File: src/ecaas_regs.svh
// Offsets, field positions, reset values and fixed codes of the config access slice
`ifndef ECAAS_REGS_SVH
`define ECAAS_REGS_SVH

// ----------------------------------------
// Register byte offsets
// ----------------------------------------
`define ECAAS_PTR_OFS 12'h0f8
`define ECAAS_WIN_OFS 12'h0fc
`define ECAAS_CAP_OFS 12'h100
`define ECAAS_FLAGS_OFS 12'h104

// ----------------------------------------
// Pointer fields
// ----------------------------------------
`define ECAAS_PTR_REG_LSB 2
`define ECAAS_PTR_REG_MSB 7
`define ECAAS_PTR_EXT_LSB 8
`define ECAAS_PTR_EXT_MSB 11
`define ECAAS_PTR_RST 32'h0000_0000

// ----------------------------------------
// Capability header fields
// ----------------------------------------
`define ECAAS_CAP_CODE 16'h0001
`define ECAAS_CAP_VER 4'h1
`define ECAAS_CHAIN_LINK 12'h200

// ----------------------------------------
// Uncorrectable flag bit positions
// ----------------------------------------
`define ECAAS_BIT_LINK_PROTO 4
`define ECAAS_BIT_LINK_LOSS 5
`define ECAAS_BIT_POISONED 12
`define ECAAS_BIT_CREDIT 13
`define ECAAS_BIT_REPLY_TO 14
`define ECAAS_BIT_RESP_ABORT 15
`define ECAAS_BIT_STRAY 16
`define ECAAS_BIT_RX_OVF 17
`define ECAAS_BIT_MALFORMED 18
`define ECAAS_BIT_ECRC 19
`define ECAAS_BIT_UNSUP 20
`define ECAAS_FLAGS_WMASK 32'h001f_3030
`define ECAAS_FLAGS_RST 32'h0000_0000

`endif

File: src/ecaas_pkg.sv
// Types shared by the config access slice
package ecaas_pkg;

  typedef struct packed {
    logic valid;
    logic wr;
    logic smbus;
    logic [11:0] addr;
    logic [3:0] be;
    logic [31:0] wdata;
  } ecaas_req_s;

  typedef struct packed {
    logic ack;
    logic hit;
    logic [31:0] rdata;
  } ecaas_rsp_s;

  typedef struct packed {
    logic valid;
    logic wr;
    logic [9:0] idx;
    logic [3:0] be;
    logic [31:0] wdata;
  } ecaas_fwd_s;

  typedef struct packed {
    logic link_protocol_fault;
    logic sudden_link_loss;
    logic poisoned;
    logic credit_protocol_fault;
    logic stray_reply;
    logic rx_overflow;
    logic malformed;
    logic ecrc;
    logic unsupported;
  } ecaas_evt_s;

  typedef enum logic {
    ECAAS_IDLE = 1'b0,
    ECAAS_FWD = 1'b1
  } ecaas_phase_e;

endpackage

File: src/ecaas_err_flags.sv
// Sticky uncorrectable error flag register
`timescale 1ns/1ps
`default_nettype none
`include "ecaas_regs.svh"

module ecaas_err_flags
(
  input wire logic core_clk,
  input wire logic rst,
  input wire ecaas_pkg::ecaas_evt_s evt,
  input wire logic clr_valid,
  input wire logic [31:0] clr_mask,
  output logic [31:0] flags
);
  import ecaas_pkg::*;

  typedef struct packed {
    logic [31:0] flags;
  } ecaas_flag_state_s;

  ecaas_flag_state_s st;
  ecaas_flag_state_s next_st;
  logic [31:0] set_vec;

  // ----------------------------------------
  // Event mapping
  // ----------------------------------------
  always_comb
  begin
    set_vec = '0;
    set_vec[`ECAAS_BIT_LINK_PROTO] = evt.link_protocol_fault;
    set_vec[`ECAAS_BIT_LINK_LOSS] = evt.sudden_link_loss;
    set_vec[`ECAAS_BIT_POISONED] = evt.poisoned;
    set_vec[`ECAAS_BIT_CREDIT] = evt.credit_protocol_fault;
    set_vec[`ECAAS_BIT_STRAY] = evt.stray_reply;
    set_vec[`ECAAS_BIT_RX_OVF] = evt.rx_overflow;
    set_vec[`ECAAS_BIT_MALFORMED] = evt.malformed;
    set_vec[`ECAAS_BIT_ECRC] = evt.ecrc;
    set_vec[`ECAAS_BIT_UNSUP] = evt.unsupported;
  end

  // ----------------------------------------
  // Update
  // ----------------------------------------
  // Set beats clear so an event landing on a clear is never lost
  always_comb
  begin
    next_st = st;
    for (int i = 0; i < 32; i++)
    begin
      if (set_vec[i])
        next_st.flags[i] = 1'b1;
      else if (clr_valid && clr_mask[i])
        next_st.flags[i] = 1'b0;
    end
    // Reply timeout, responder abort and reserved bits never hold a one
    next_st.flags = next_st.flags & `ECAAS_FLAGS_WMASK;
  end

  // Only the fundamental reset reaches these flops; hot reset does not
  always_ff @(posedge core_clk or posedge rst)
  begin
    if (rst)
      st.flags <= `ECAAS_FLAGS_RST;
    else
      st <= next_st;
  end

  assign flags = st.flags;
endmodule
`default_nettype wire

File: src/ecaas_top.sv
// Extended config window, error capability header and uncorrectable flags of one port
`timescale 1ns/1ps
`default_nettype none
`include "ecaas_regs.svh"

module ecaas_top
#(
  parameter logic [11:0] CHAIN_LINK = `ECAAS_CHAIN_LINK
)
(
  input wire logic core_clk,
  input wire logic rst,
  input wire logic hot_reset,
  input wire ecaas_pkg::ecaas_req_s cfg_req,
  output ecaas_pkg::ecaas_rsp_s cfg_rsp,
  output logic cfg_busy,
  output ecaas_pkg::ecaas_fwd_s fwd_req,
  input wire ecaas_pkg::ecaas_rsp_s fwd_rsp,
  input wire ecaas_pkg::ecaas_evt_s evt,
  output logic [31:0] err_flags
);
  import ecaas_pkg::*;

  if (CHAIN_LINK[1:0] != 2'b00)
  begin : g_bad_link
    $error("CHAIN_LINK must be dword aligned");
  end

  typedef struct packed {
    ecaas_phase_e phase;
    logic [5:0] ptr_reg;
    logic [3:0] ptr_ext;
    ecaas_rsp_s rsp;
    ecaas_fwd_s fwd;
  } ecaas_state_s;

  localparam logic [9:0] IDX_PTR = 10'(`ECAAS_PTR_OFS >> 2);
  localparam logic [9:0] IDX_WIN = 10'(`ECAAS_WIN_OFS >> 2);
  localparam logic [9:0] IDX_CAP = 10'(`ECAAS_CAP_OFS >> 2);
  localparam logic [9:0] IDX_FLAGS = 10'(`ECAAS_FLAGS_OFS >> 2);

  ecaas_state_s st;
  ecaas_state_s next_st;
  logic [31:0] flags;
  logic take;
  logic win;
  logic [9:0] tgt;
  logic local_hit;
  logic [31:0] local_val;
  logic [31:0] merged;
  logic flag_clr_valid;
  logic [31:0] flag_clr_mask;

  // ----------------------------------------
  // Helpers
  // ----------------------------------------
  function automatic logic [31:0] lane_mask(input logic [3:0] be);
    lane_mask = {{8{be[3]}}, {8{be[2]}}, {8{be[1]}}, {8{be[0]}}};
  endfunction

  function automatic logic is_local(input logic [9:0] idx);
    is_local = (idx == IDX_PTR) || (idx == IDX_CAP) || (idx == IDX_FLAGS);
  endfunction

  // ----------------------------------------
  // Sticky flags
  // ----------------------------------------
  ecaas_err_flags u_flags
  (
    .core_clk(core_clk),
    .rst(rst),
    .evt(evt),
    .clr_valid(flag_clr_valid),
    .clr_mask(flag_clr_mask),
    .flags(flags)
  );

  // ----------------------------------------
  // Target selection and local read value
  // ----------------------------------------
  always_comb
  begin
    take = cfg_req.valid && (st.phase == ECAAS_IDLE);
    win = (cfg_req.addr[11:2] == IDX_WIN);
    // Window accesses go where the pointer aims, others where they are addressed
    tgt = win ? {st.ptr_ext, st.ptr_reg} : cfg_req.addr[11:2];
    local_hit = is_local(tgt);
    local_val = 32'h0;
    case (tgt)
      IDX_PTR:
      begin
        local_val[`ECAAS_PTR_REG_MSB:`ECAAS_PTR_REG_LSB] = st.ptr_reg;
        local_val[`ECAAS_PTR_EXT_MSB:`ECAAS_PTR_EXT_LSB] = st.ptr_ext;
      end
      IDX_CAP:
        local_val = {CHAIN_LINK, `ECAAS_CAP_VER, `ECAAS_CAP_CODE};
      IDX_FLAGS:
        local_val = flags;
      default:
        local_val = 32'h0;
    endcase
    merged = (local_val & ~lane_mask(cfg_req.be)) | (cfg_req.wdata & lane_mask(cfg_req.be));
  end

  // ----------------------------------------
  // Access sequencing
  // ----------------------------------------
  always_comb
  begin
    next_st = st;
    next_st.rsp.ack = 1'b0;
    next_st.fwd.valid = 1'b0;
    flag_clr_valid = 1'b0;
    flag_clr_mask = 32'h0;
    case (st.phase)
      ECAAS_IDLE:
      begin
        if (take)
        begin
          next_st.rsp.ack = 1'b1;
          next_st.rsp.hit = 1'b1;
          next_st.rsp.rdata = 32'h0;
          if (win && cfg_req.smbus)
          begin
            next_st.rsp.rdata = 32'h0;
          end
          else if (win && (tgt == IDX_WIN))
          begin
            next_st.rsp.rdata = 32'h0;
          end
          else if (local_hit)
          begin
            if (!cfg_req.wr)
              next_st.rsp.rdata = local_val & lane_mask(cfg_req.be);
            else if (tgt == IDX_PTR)
            begin
              next_st.ptr_reg = merged[`ECAAS_PTR_REG_MSB:`ECAAS_PTR_REG_LSB];
              next_st.ptr_ext = merged[`ECAAS_PTR_EXT_MSB:`ECAAS_PTR_EXT_LSB];
            end
            else if (tgt == IDX_FLAGS)
            begin
              flag_clr_valid = 1'b1;
              flag_clr_mask = cfg_req.wdata & lane_mask(cfg_req.be);
            end
          end
          else if (win)
          begin
            // Registers outside this slice are reached by a forwarded access
            next_st.rsp.ack = 1'b0;
            next_st.phase = ECAAS_FWD;
            next_st.fwd.valid = 1'b1;
            next_st.fwd.wr = cfg_req.wr;
            next_st.fwd.idx = tgt;
            next_st.fwd.be = cfg_req.be;
            next_st.fwd.wdata = cfg_req.wdata;
          end
          else
          begin
            next_st.rsp.hit = 1'b0;
          end
        end
      end
      ECAAS_FWD:
      begin
        // No timeout: the forwarded target must always answer
        if (fwd_rsp.ack)
        begin
          next_st.phase = ECAAS_IDLE;
          next_st.rsp.ack = 1'b1;
          next_st.rsp.hit = 1'b1;
          next_st.rsp.rdata = st.fwd.wr ? 32'h0 : (fwd_rsp.rdata & lane_mask(st.fwd.be));
        end
      end
      default:
        next_st.phase = ECAAS_IDLE;
    endcase
    // Hot reset returns the pointer to its default but leaves the sticky flags alone
    if (hot_reset)
    begin
      next_st.ptr_reg = 6'(`ECAAS_PTR_RST >> `ECAAS_PTR_REG_LSB);
      next_st.ptr_ext = 4'(`ECAAS_PTR_RST >> `ECAAS_PTR_EXT_LSB);
    end
  end

  always_ff @(posedge core_clk or posedge rst)
  begin
    if (rst)
    begin
      st.phase <= ECAAS_IDLE;
      st.ptr_reg <= 6'h00;
      st.ptr_ext <= 4'h0;
      st.rsp <= '0;
      st.fwd <= '0;
    end
    else
      st <= next_st;
  end

  assign cfg_rsp = st.rsp;
  assign cfg_busy = st.phase;
  assign fwd_req = st.fwd;
  assign err_flags = flags;
endmodule
`default_nettype wire

File: config.mk
export PLATFORM = sky130hd
export DESIGN_NAME = ecaas_top
export DESIGN_NICKNAME = d
export VERILOG_FILES = /design/src/ecaas_pkg.sv /design/src/ecaas_err_flags.sv /design/src/ecaas_top.sv
export VERILOG_INCLUDE_DIRS = /design/src
export SDC_FILE = /design/constraint.sdc
export NUM_CORES = 1
export LEC_CHECK = 0
export ABC_AREA = 1
export BUFFER_PORTS_ARGS = -buffer_cell sky130_fd_sc_hd__buf_4
export CAP_MARGIN = 5
export CELL_PAD_IN_SITES_DETAIL_PLACEMENT = 1
export CELL_PAD_IN_SITES_GLOBAL_PLACEMENT = 1
export CORE_ASPECT_RATIO = 1.75
export CORE_UTILIZATION = 37
export CTS_CLUSTER_DIAMETER = 60
export CTS_CLUSTER_SIZE = 28
export DETAILED_ROUTE_END_ITERATION = 16
export GPL_TIMING_DRIVEN = 0
export PLACE_DENSITY_LB_ADDON = 0.1
export SYNTH_ARGS = -nofsm -noshare
export SYNTH_HDL_FRONTEND = slang
export SYNTH_SLANG_ARGS = --single-unit
File: constraint.sdc
create_clock -name core_clk -period 6.26 [get_ports core_clk]
set_input_delay 0.626 -clock core_clk [delete_from_list [all_inputs] [get_ports core_clk]]
set_output_delay 0.626 -clock core_clk [all_outputs]
set_load 0.01 [all_outputs]
[Word level (Yosys, flattened, before mapping)]
Index checks and enable logic that the tools add are counted.
Operators by class
  add/subtract/negate cells: 0
  divide/modulo/power cells: 0
  $lt $le $gt $ge: 0
  shifts and indexed selects: 0
  mux-type cells: 64
  multipliers: 0
  bitwise logic cells: 10
  reductions and logical operators: 30
  equal/unequal tests: 10
Operator list (number)
  two-way mux 48 bit: 5
  two-way mux 21 bit: 8
  two-way mux 32 bit: 5
  two-way mux 93 bit: 1
  one-hot mux 34 bit (2 select lines): 1
  two-way mux 10 bit: 6
  one-hot mux 18 bit (2 select lines): 1
  two-way mux 34 bit: 1
  AND 30 x 32 -> 32 bit: 1
  AND 32 bit: 1
  two-way mux 1 bit: 31
  == test 10 x 6 -> 1 bit (second input constant): 3
  two-way mux 13 bit: 2
  nonzero test 2 bit: 13
  AND 21 bit: 1
  == test 10 x 7 -> 1 bit (second input constant): 2
  one-hot mux 10 bit (2 select lines): 1
  AND 12 bit: 1
  logical AND 1 bit: 12
  NOT 12 bit: 1
  OR 12 bit: 1
  != test 2 bit (second input constant): 5
  AND reduction 7 bit: 1
  AND reduction 6 bit: 1
  other kinds (5): 9
Word-level totals
  bits in latches: 0
  logic and storage cells: 134
  memory bits (read-only): 0
  RAM bits: 0
  memories kept: 0
  input port bits: 97
  register bits after elaboration: 102

[Depth between registers and ports, before layout]
  depth in word-level cells: 14
  depth in mapped cells: 17

[Modules after synthesis]
A second synthesis with hierarchy kept.
Second synthesis, totals
  cells, all modules: 928
  area total of the unflattened synthesis: 6568.8 µm²
By module, submodules not included
  ecaas_top: times used 1, sequential area each 2327.2 µm², area an instance 6017.0 µm², cells each 857
  ecaas_err_flags: times used 1, sequential area each 225.2 µm², area an instance 551.8 µm², cells each 71

[Worst setup path before layout]
No wires, ideal clock.
  path kind: input-to-reg
  start point: input cfg_req[44] (netlist bit)
  end point: register st (netlist bit cfg_busy)
  path slack: 4.017 ns
  stages: 13
  buffers on the path: 3
  data required time: 6.138 ns
  arrival: 2.121 ns
  cell sequence: nor2_2 > buf_2 > nand4_1 > nand2_1 > nand3_4 > nor2_8 > nand2_4 > nand3_4 > inv_2 > nand2_4 > buf_8 > buf_12 > o21ai_1
RTL lines
  from (decl): line ecaas_top.sv:14  | input wire ecaas_pkg::ecaas_req_s cfg_req,
  to (signal assigned): line ecaas_top.sv:196  | st <= next_st;
  to (decl): line ecaas_top.sv:42  | ecaas_state_s st;

[Worst setup path in the final report]
  start point: input cfg_req[44] (netlist bit)
  end point: register, netlist name u_flags.flags[19]
On the way
  longest elaborated chain between the ends: 13
  elaborated cells between the ends (all ways): 28
Ends and longest elaborated chain
  == test 10 x 6 -> 1 bit: line ecaas_top.sv:84  | win = (cfg_req.addr[11:2] == IDX_WIN);
  two-way mux 10 bit: line ecaas_top.sv:86  | tgt = win ? {st.ptr_ext, st.ptr_reg} : cfg_req.addr[11:2];
  == test 10 x 7 -> 1 bit: line ecaas_top.sv:62, ecaas_top.sv:140
  two-way mux 1 bit / two-way mux 21 bit (equally long branches): line ecaas_top.sv:140  | else if (tgt == IDX_FLAGS)
  two-way mux 1 bit / two-way mux 21 bit (equally long branches): line ecaas_top.sv:135  | else if (tgt == IDX_PTR)
  two-way mux 1 bit / two-way mux 21 bit (equally long branches): line ecaas_top.sv:133  | if (!cfg_req.wr)
  two-way mux 1 bit / two-way mux 21 bit (equally long branches): line ecaas_top.sv:131  | else if (local_hit)
  two-way mux 1 bit / two-way mux 21 bit (equally long branches): line ecaas_top.sv:127  | else if (win && (tgt == IDX_WIN))
  two-way mux 1 bit / two-way mux 21 bit (equally long branches): line ecaas_top.sv:123  | if (win && cfg_req.smbus)
  two-way mux 1 bit / two-way mux 21 bit (equally long branches): line ecaas_top.sv:118  | if (take)
  two-way mux 1 bit / two-way mux 21 bit (equally long branches): line ecaas_top.sv:115  | case (st.phase)
  logical AND 1 bit *: line ecaas_err_flags.sv:53  | else if (clr_valid && clr_mask[i])
  nonzero test 2 bit (no line) *
Every way passes the cells marked *; elsewhere a longest branch is shown, timed or not.
A chain may end at the register's enable or synchronous reset.

==> impl_metrics.ini <==
[timing]
tns_ns = 0
finalHoldViolations = 0
worst_slew_pin_slew_ns = 0.6044
maximum_achievable_frequency_mhz = 400.1
post-route-min-period_ns = 2.499
clock-skew-final_ns = 0.01080
final-max-slew-violation-count = 0
setup_violations = 0
finalCritPeriodShare = 0.3993
maxSlewHeadroom = 0.5971
rsz0062_at_grt = false

[clock_network]
later_pin_clock_latency_in_the_skew_report_ns = 0.35
clk_path_buf_depth = 2
path_clk_slew_ns = 0.08
clockRootBuffer = clkbuf_16
tritoncts_num_sinks = 102
hold_buffers = 0
post-cts-setup-buffers = 0
ctsResizeCount = 0
cts-buffers-inserted = 9
clock_tree_from_tritoncts = yes
cts_max_level = 3

[cells_and_area]
number_of_filler_cells_placed_in_the_layout = 2058
syn2layout_area_growth_pct = 33.51
commonest_non_fill_non_tap_cell_in_the_layout = buf_4
drive_gt1_frac = 0.3661
stdcell_count = 1186
commonest_cells_after_routing_fill_and_taps_aside = buf_4, nand2_1, dfrtp_1
final_net_count = 1089
num_antenna_cells = 0

[power]
internal-power_mw = 1.079
clkPwrFrac = 0.394
p_switching_mw = 0.3797
vdd_ir_drop_max_uv = 127.0
power.share.sequential = 0.470
p_comb_frac = 0.136
finalPower_mw = 1.459
power_density_mw_per_mm2 = 180.7
leakagePower_nw = 4.595
switching_share = 0.2602

[placed_design]
globalplace.congestion = 0.8458
dp.cells = 1170
post-dp-hpwl_um = 14860
place.port_buffers = 184

[global_routing]
grt-ovfl-total = 0
grt_util_met3 = 0.03799
global_route.usage.total = 0.2315
number_of_global_route_vias_before_repair = 5738
first_pass_grt_wire_length_um = 29860
globalRouteMet2Util = 0.4348
grt_antenna_before_repair = 0
global_route.peak_usage_layer = met2
grt.met1_usage = 0.2563
pin_count_of_the_biggest_net_entering_global_routing = 60

[yosys]
yosys.area.top_type = dfrtp_1
synth_seq_area_share = 0.4219
yosys_warnings = 0
syn-instance-count = 774
synth.avg_cell_area_um2 = 7.816
post_synth_instance_area_mm2 = 0.006050
yosys.cell_types.count = 34
post_synth_main_area_contributors = dfrtp_1, nand2_1, buf_4
synth_top_area_share = 0.4219
ys_seq_elements = 102

[floorplanning]
die_w_um = 98.66
core_region_area_mm2 = 0.01595
die_y_um = 171.2
io-pin-count = 212
floorplan.die_area_mm2 = 0.01689
row_count = 61
initial_cell_density_of_the_core = 0.3792

[status]
status = finished clean

[routing]
ant_nets = 0
routed-via-count = 5601
drc = 0
wl_per_cell_um = 15.89
drt-vias-per-instance = 4.723
routed_wl_um = 18850
detailedRoute.firstIterationViolations = 165
dr.pass1.iters = 4

[setup_path]
cp_max_fo = 10
worstSetupStartpointType = input port
required_ns = 6.50
worstSetupPathType = in -> reg
end_kind = flop
cp_data_arrival_time_ns = 2.74
number_of_cells_on_the_worst_reg_to_reg_path = 13
r2r_setup_slack_ns = 4.03

[worst_hold_path]
holdCritPathClass = in -> async

[flow_run]
maxCapViolations = 0
==> metrics by stage <==
step / cell area (um2) / hold WS [ns] / worst slack [ns] / utilization
6_report: 8077 / 0.3604 / 3.761 / 0.5063
5_1_grt: 8077 / 0.3935 / 3.543 / 0.5063
4_1_cts: 8077 / 0.3680 / 3.772 / 0.5063
3_5_place_dp: 7780 / 0.4595 / 3.442 / 0.4877
3_3_place_gp: 7750 / 0.4555 / 1.442 / 0.4858
2_1_floorplan: 6132 / 0.4431 / 2.959 / -
==> power groups by stage <==
stage | Clock, mW | Sequential (mW) | Combinational (mW)
floorplan | 0 | 0.697 | 0.0995
finish | 0.575 | 0.686 | 0.198
global route | 0.619 | 0.688 | 0.218
CTS | 0.595 | 0.686 | 0.200
global placement | 0 | 0.699 | 0.195
detailed placement | 0 | 0.699 | 0.199
==> Yosys cell counts <==
| library cell | number |
|---|---|
| or2_2 | 6 |
| nor3_1 | 2 |
| nor2_4 | 4 |
| conb_1 | 1 |
| nor2_8 | 1 |
| nor2_1 | 65 |
| a32o_1 | 3 |
| nand2_4 | 3 |
| a22o_1 | 16 |
| buf_6 | 5 |
| o21ai_0 | 2 |
| buf_2 | 6 |
| a21oi_1 | 10 |
| inv_1 | 53 |
| nand3_4 | 2 |
| nand3_2 | 2 |
| o21bai_1 | 1 |
| o211ai_1 | 1 |
| nand3_1 | 54 |
| nand2_1 | 237 |
| a31oi_1 | 2 |
| dfrtp_1 | 102 |
| clkinv_1 | 2 |
| nand4_1 | 42 |
| inv_2 | 2 |
| o21ai_1 | 1 |
| buf_12 | 2 |
| and3_1 | 1 |
| buf_8 | 1 |
| nand2_2 | 21 |
| buf_4 | 105 |
| nor2_2 | 4 |
| clkbuf_1 | 12 |
| buf_1 | 3 |
==> area by class of cell <==
cell class	instances	area, um2	share of cell area
Buffer	134	985.9	0.1221
Clock buffer	10	229.0	0.02835
Clock inverter	6	67.56	0.008366
Timing Repair Buffer	185	1409	0.1744
Inverter	57	216.5	0.02680
Tap cell	189	236.5	0.02928
Multi-Input combinational cell	503	2380	0.2947
Sequential cell	102	2552	0.3160
==> cell families (layout without fill, tap and decap cells) <==
kind of cell / after synthesis / after routing / share of synthesized area
compound gates: 36 / 36 / 0.04343
flops: 102 / 102 / 0.4219
simple gates: 444 / 444 / 0.3357
other cells: 1 / 23 / 0.0006199
buf+inv: 191 / 392 / 0.1983
==> path summary, 6_finish.rpt <==
path | startpoint | to
worst max register to register | st[91]$_DFFE_PP0P_ | fwd_req[36]$_DFFE_PP0P_
max in group asynchronous | rst | cfg_rsp[0]$_DFFE_PP0P_
worst min-delay path | rst | fwd_req[46]$_DFFE_PP0P_
worst max-delay path | cfg_req[44] | u_flags.flags[19]$_DFFE_PP0P_
min in group core_clk | fwd_rsp[33] | cfg_busy$_DFF_PP0_
worst min register to register | fwd_req[19]$_DFFE_PP0P_ | fwd_req[19]$_DFFE_PP0P_
==> state kept, by name, summed over array words and instances (netlist names) <==
signal and count:
fwd_req 48, cfg_rsp 34, st 10, u_flags.flags 9, cfg_busy 1
==> layer usage <==
| metal | vias up | part of all wire |
|---|---|---|
| met5 | - | 0 |
| met4 | 0 | 0.032 |
| met3 | 26 | 0.035 |
| met2 | 159 | 0.54 |
| met1 | 2646 | 0.39 |
| li1 | 2770 | - |
==> critical path, cell delays in order <==
cell	delay (ns)
buf_4	0.12
nor2_2	0.21
buf_2	0.26
nand4_1	0.14
nand2_1	0.22
nand2_1	0.10
nor2_2	0.32
nand3_2	0.29
nor2_1	0.18
nand4_1	0.10
nand3_1	0.11
nand2_1	0.06
(Power assumes the default switching activity.)
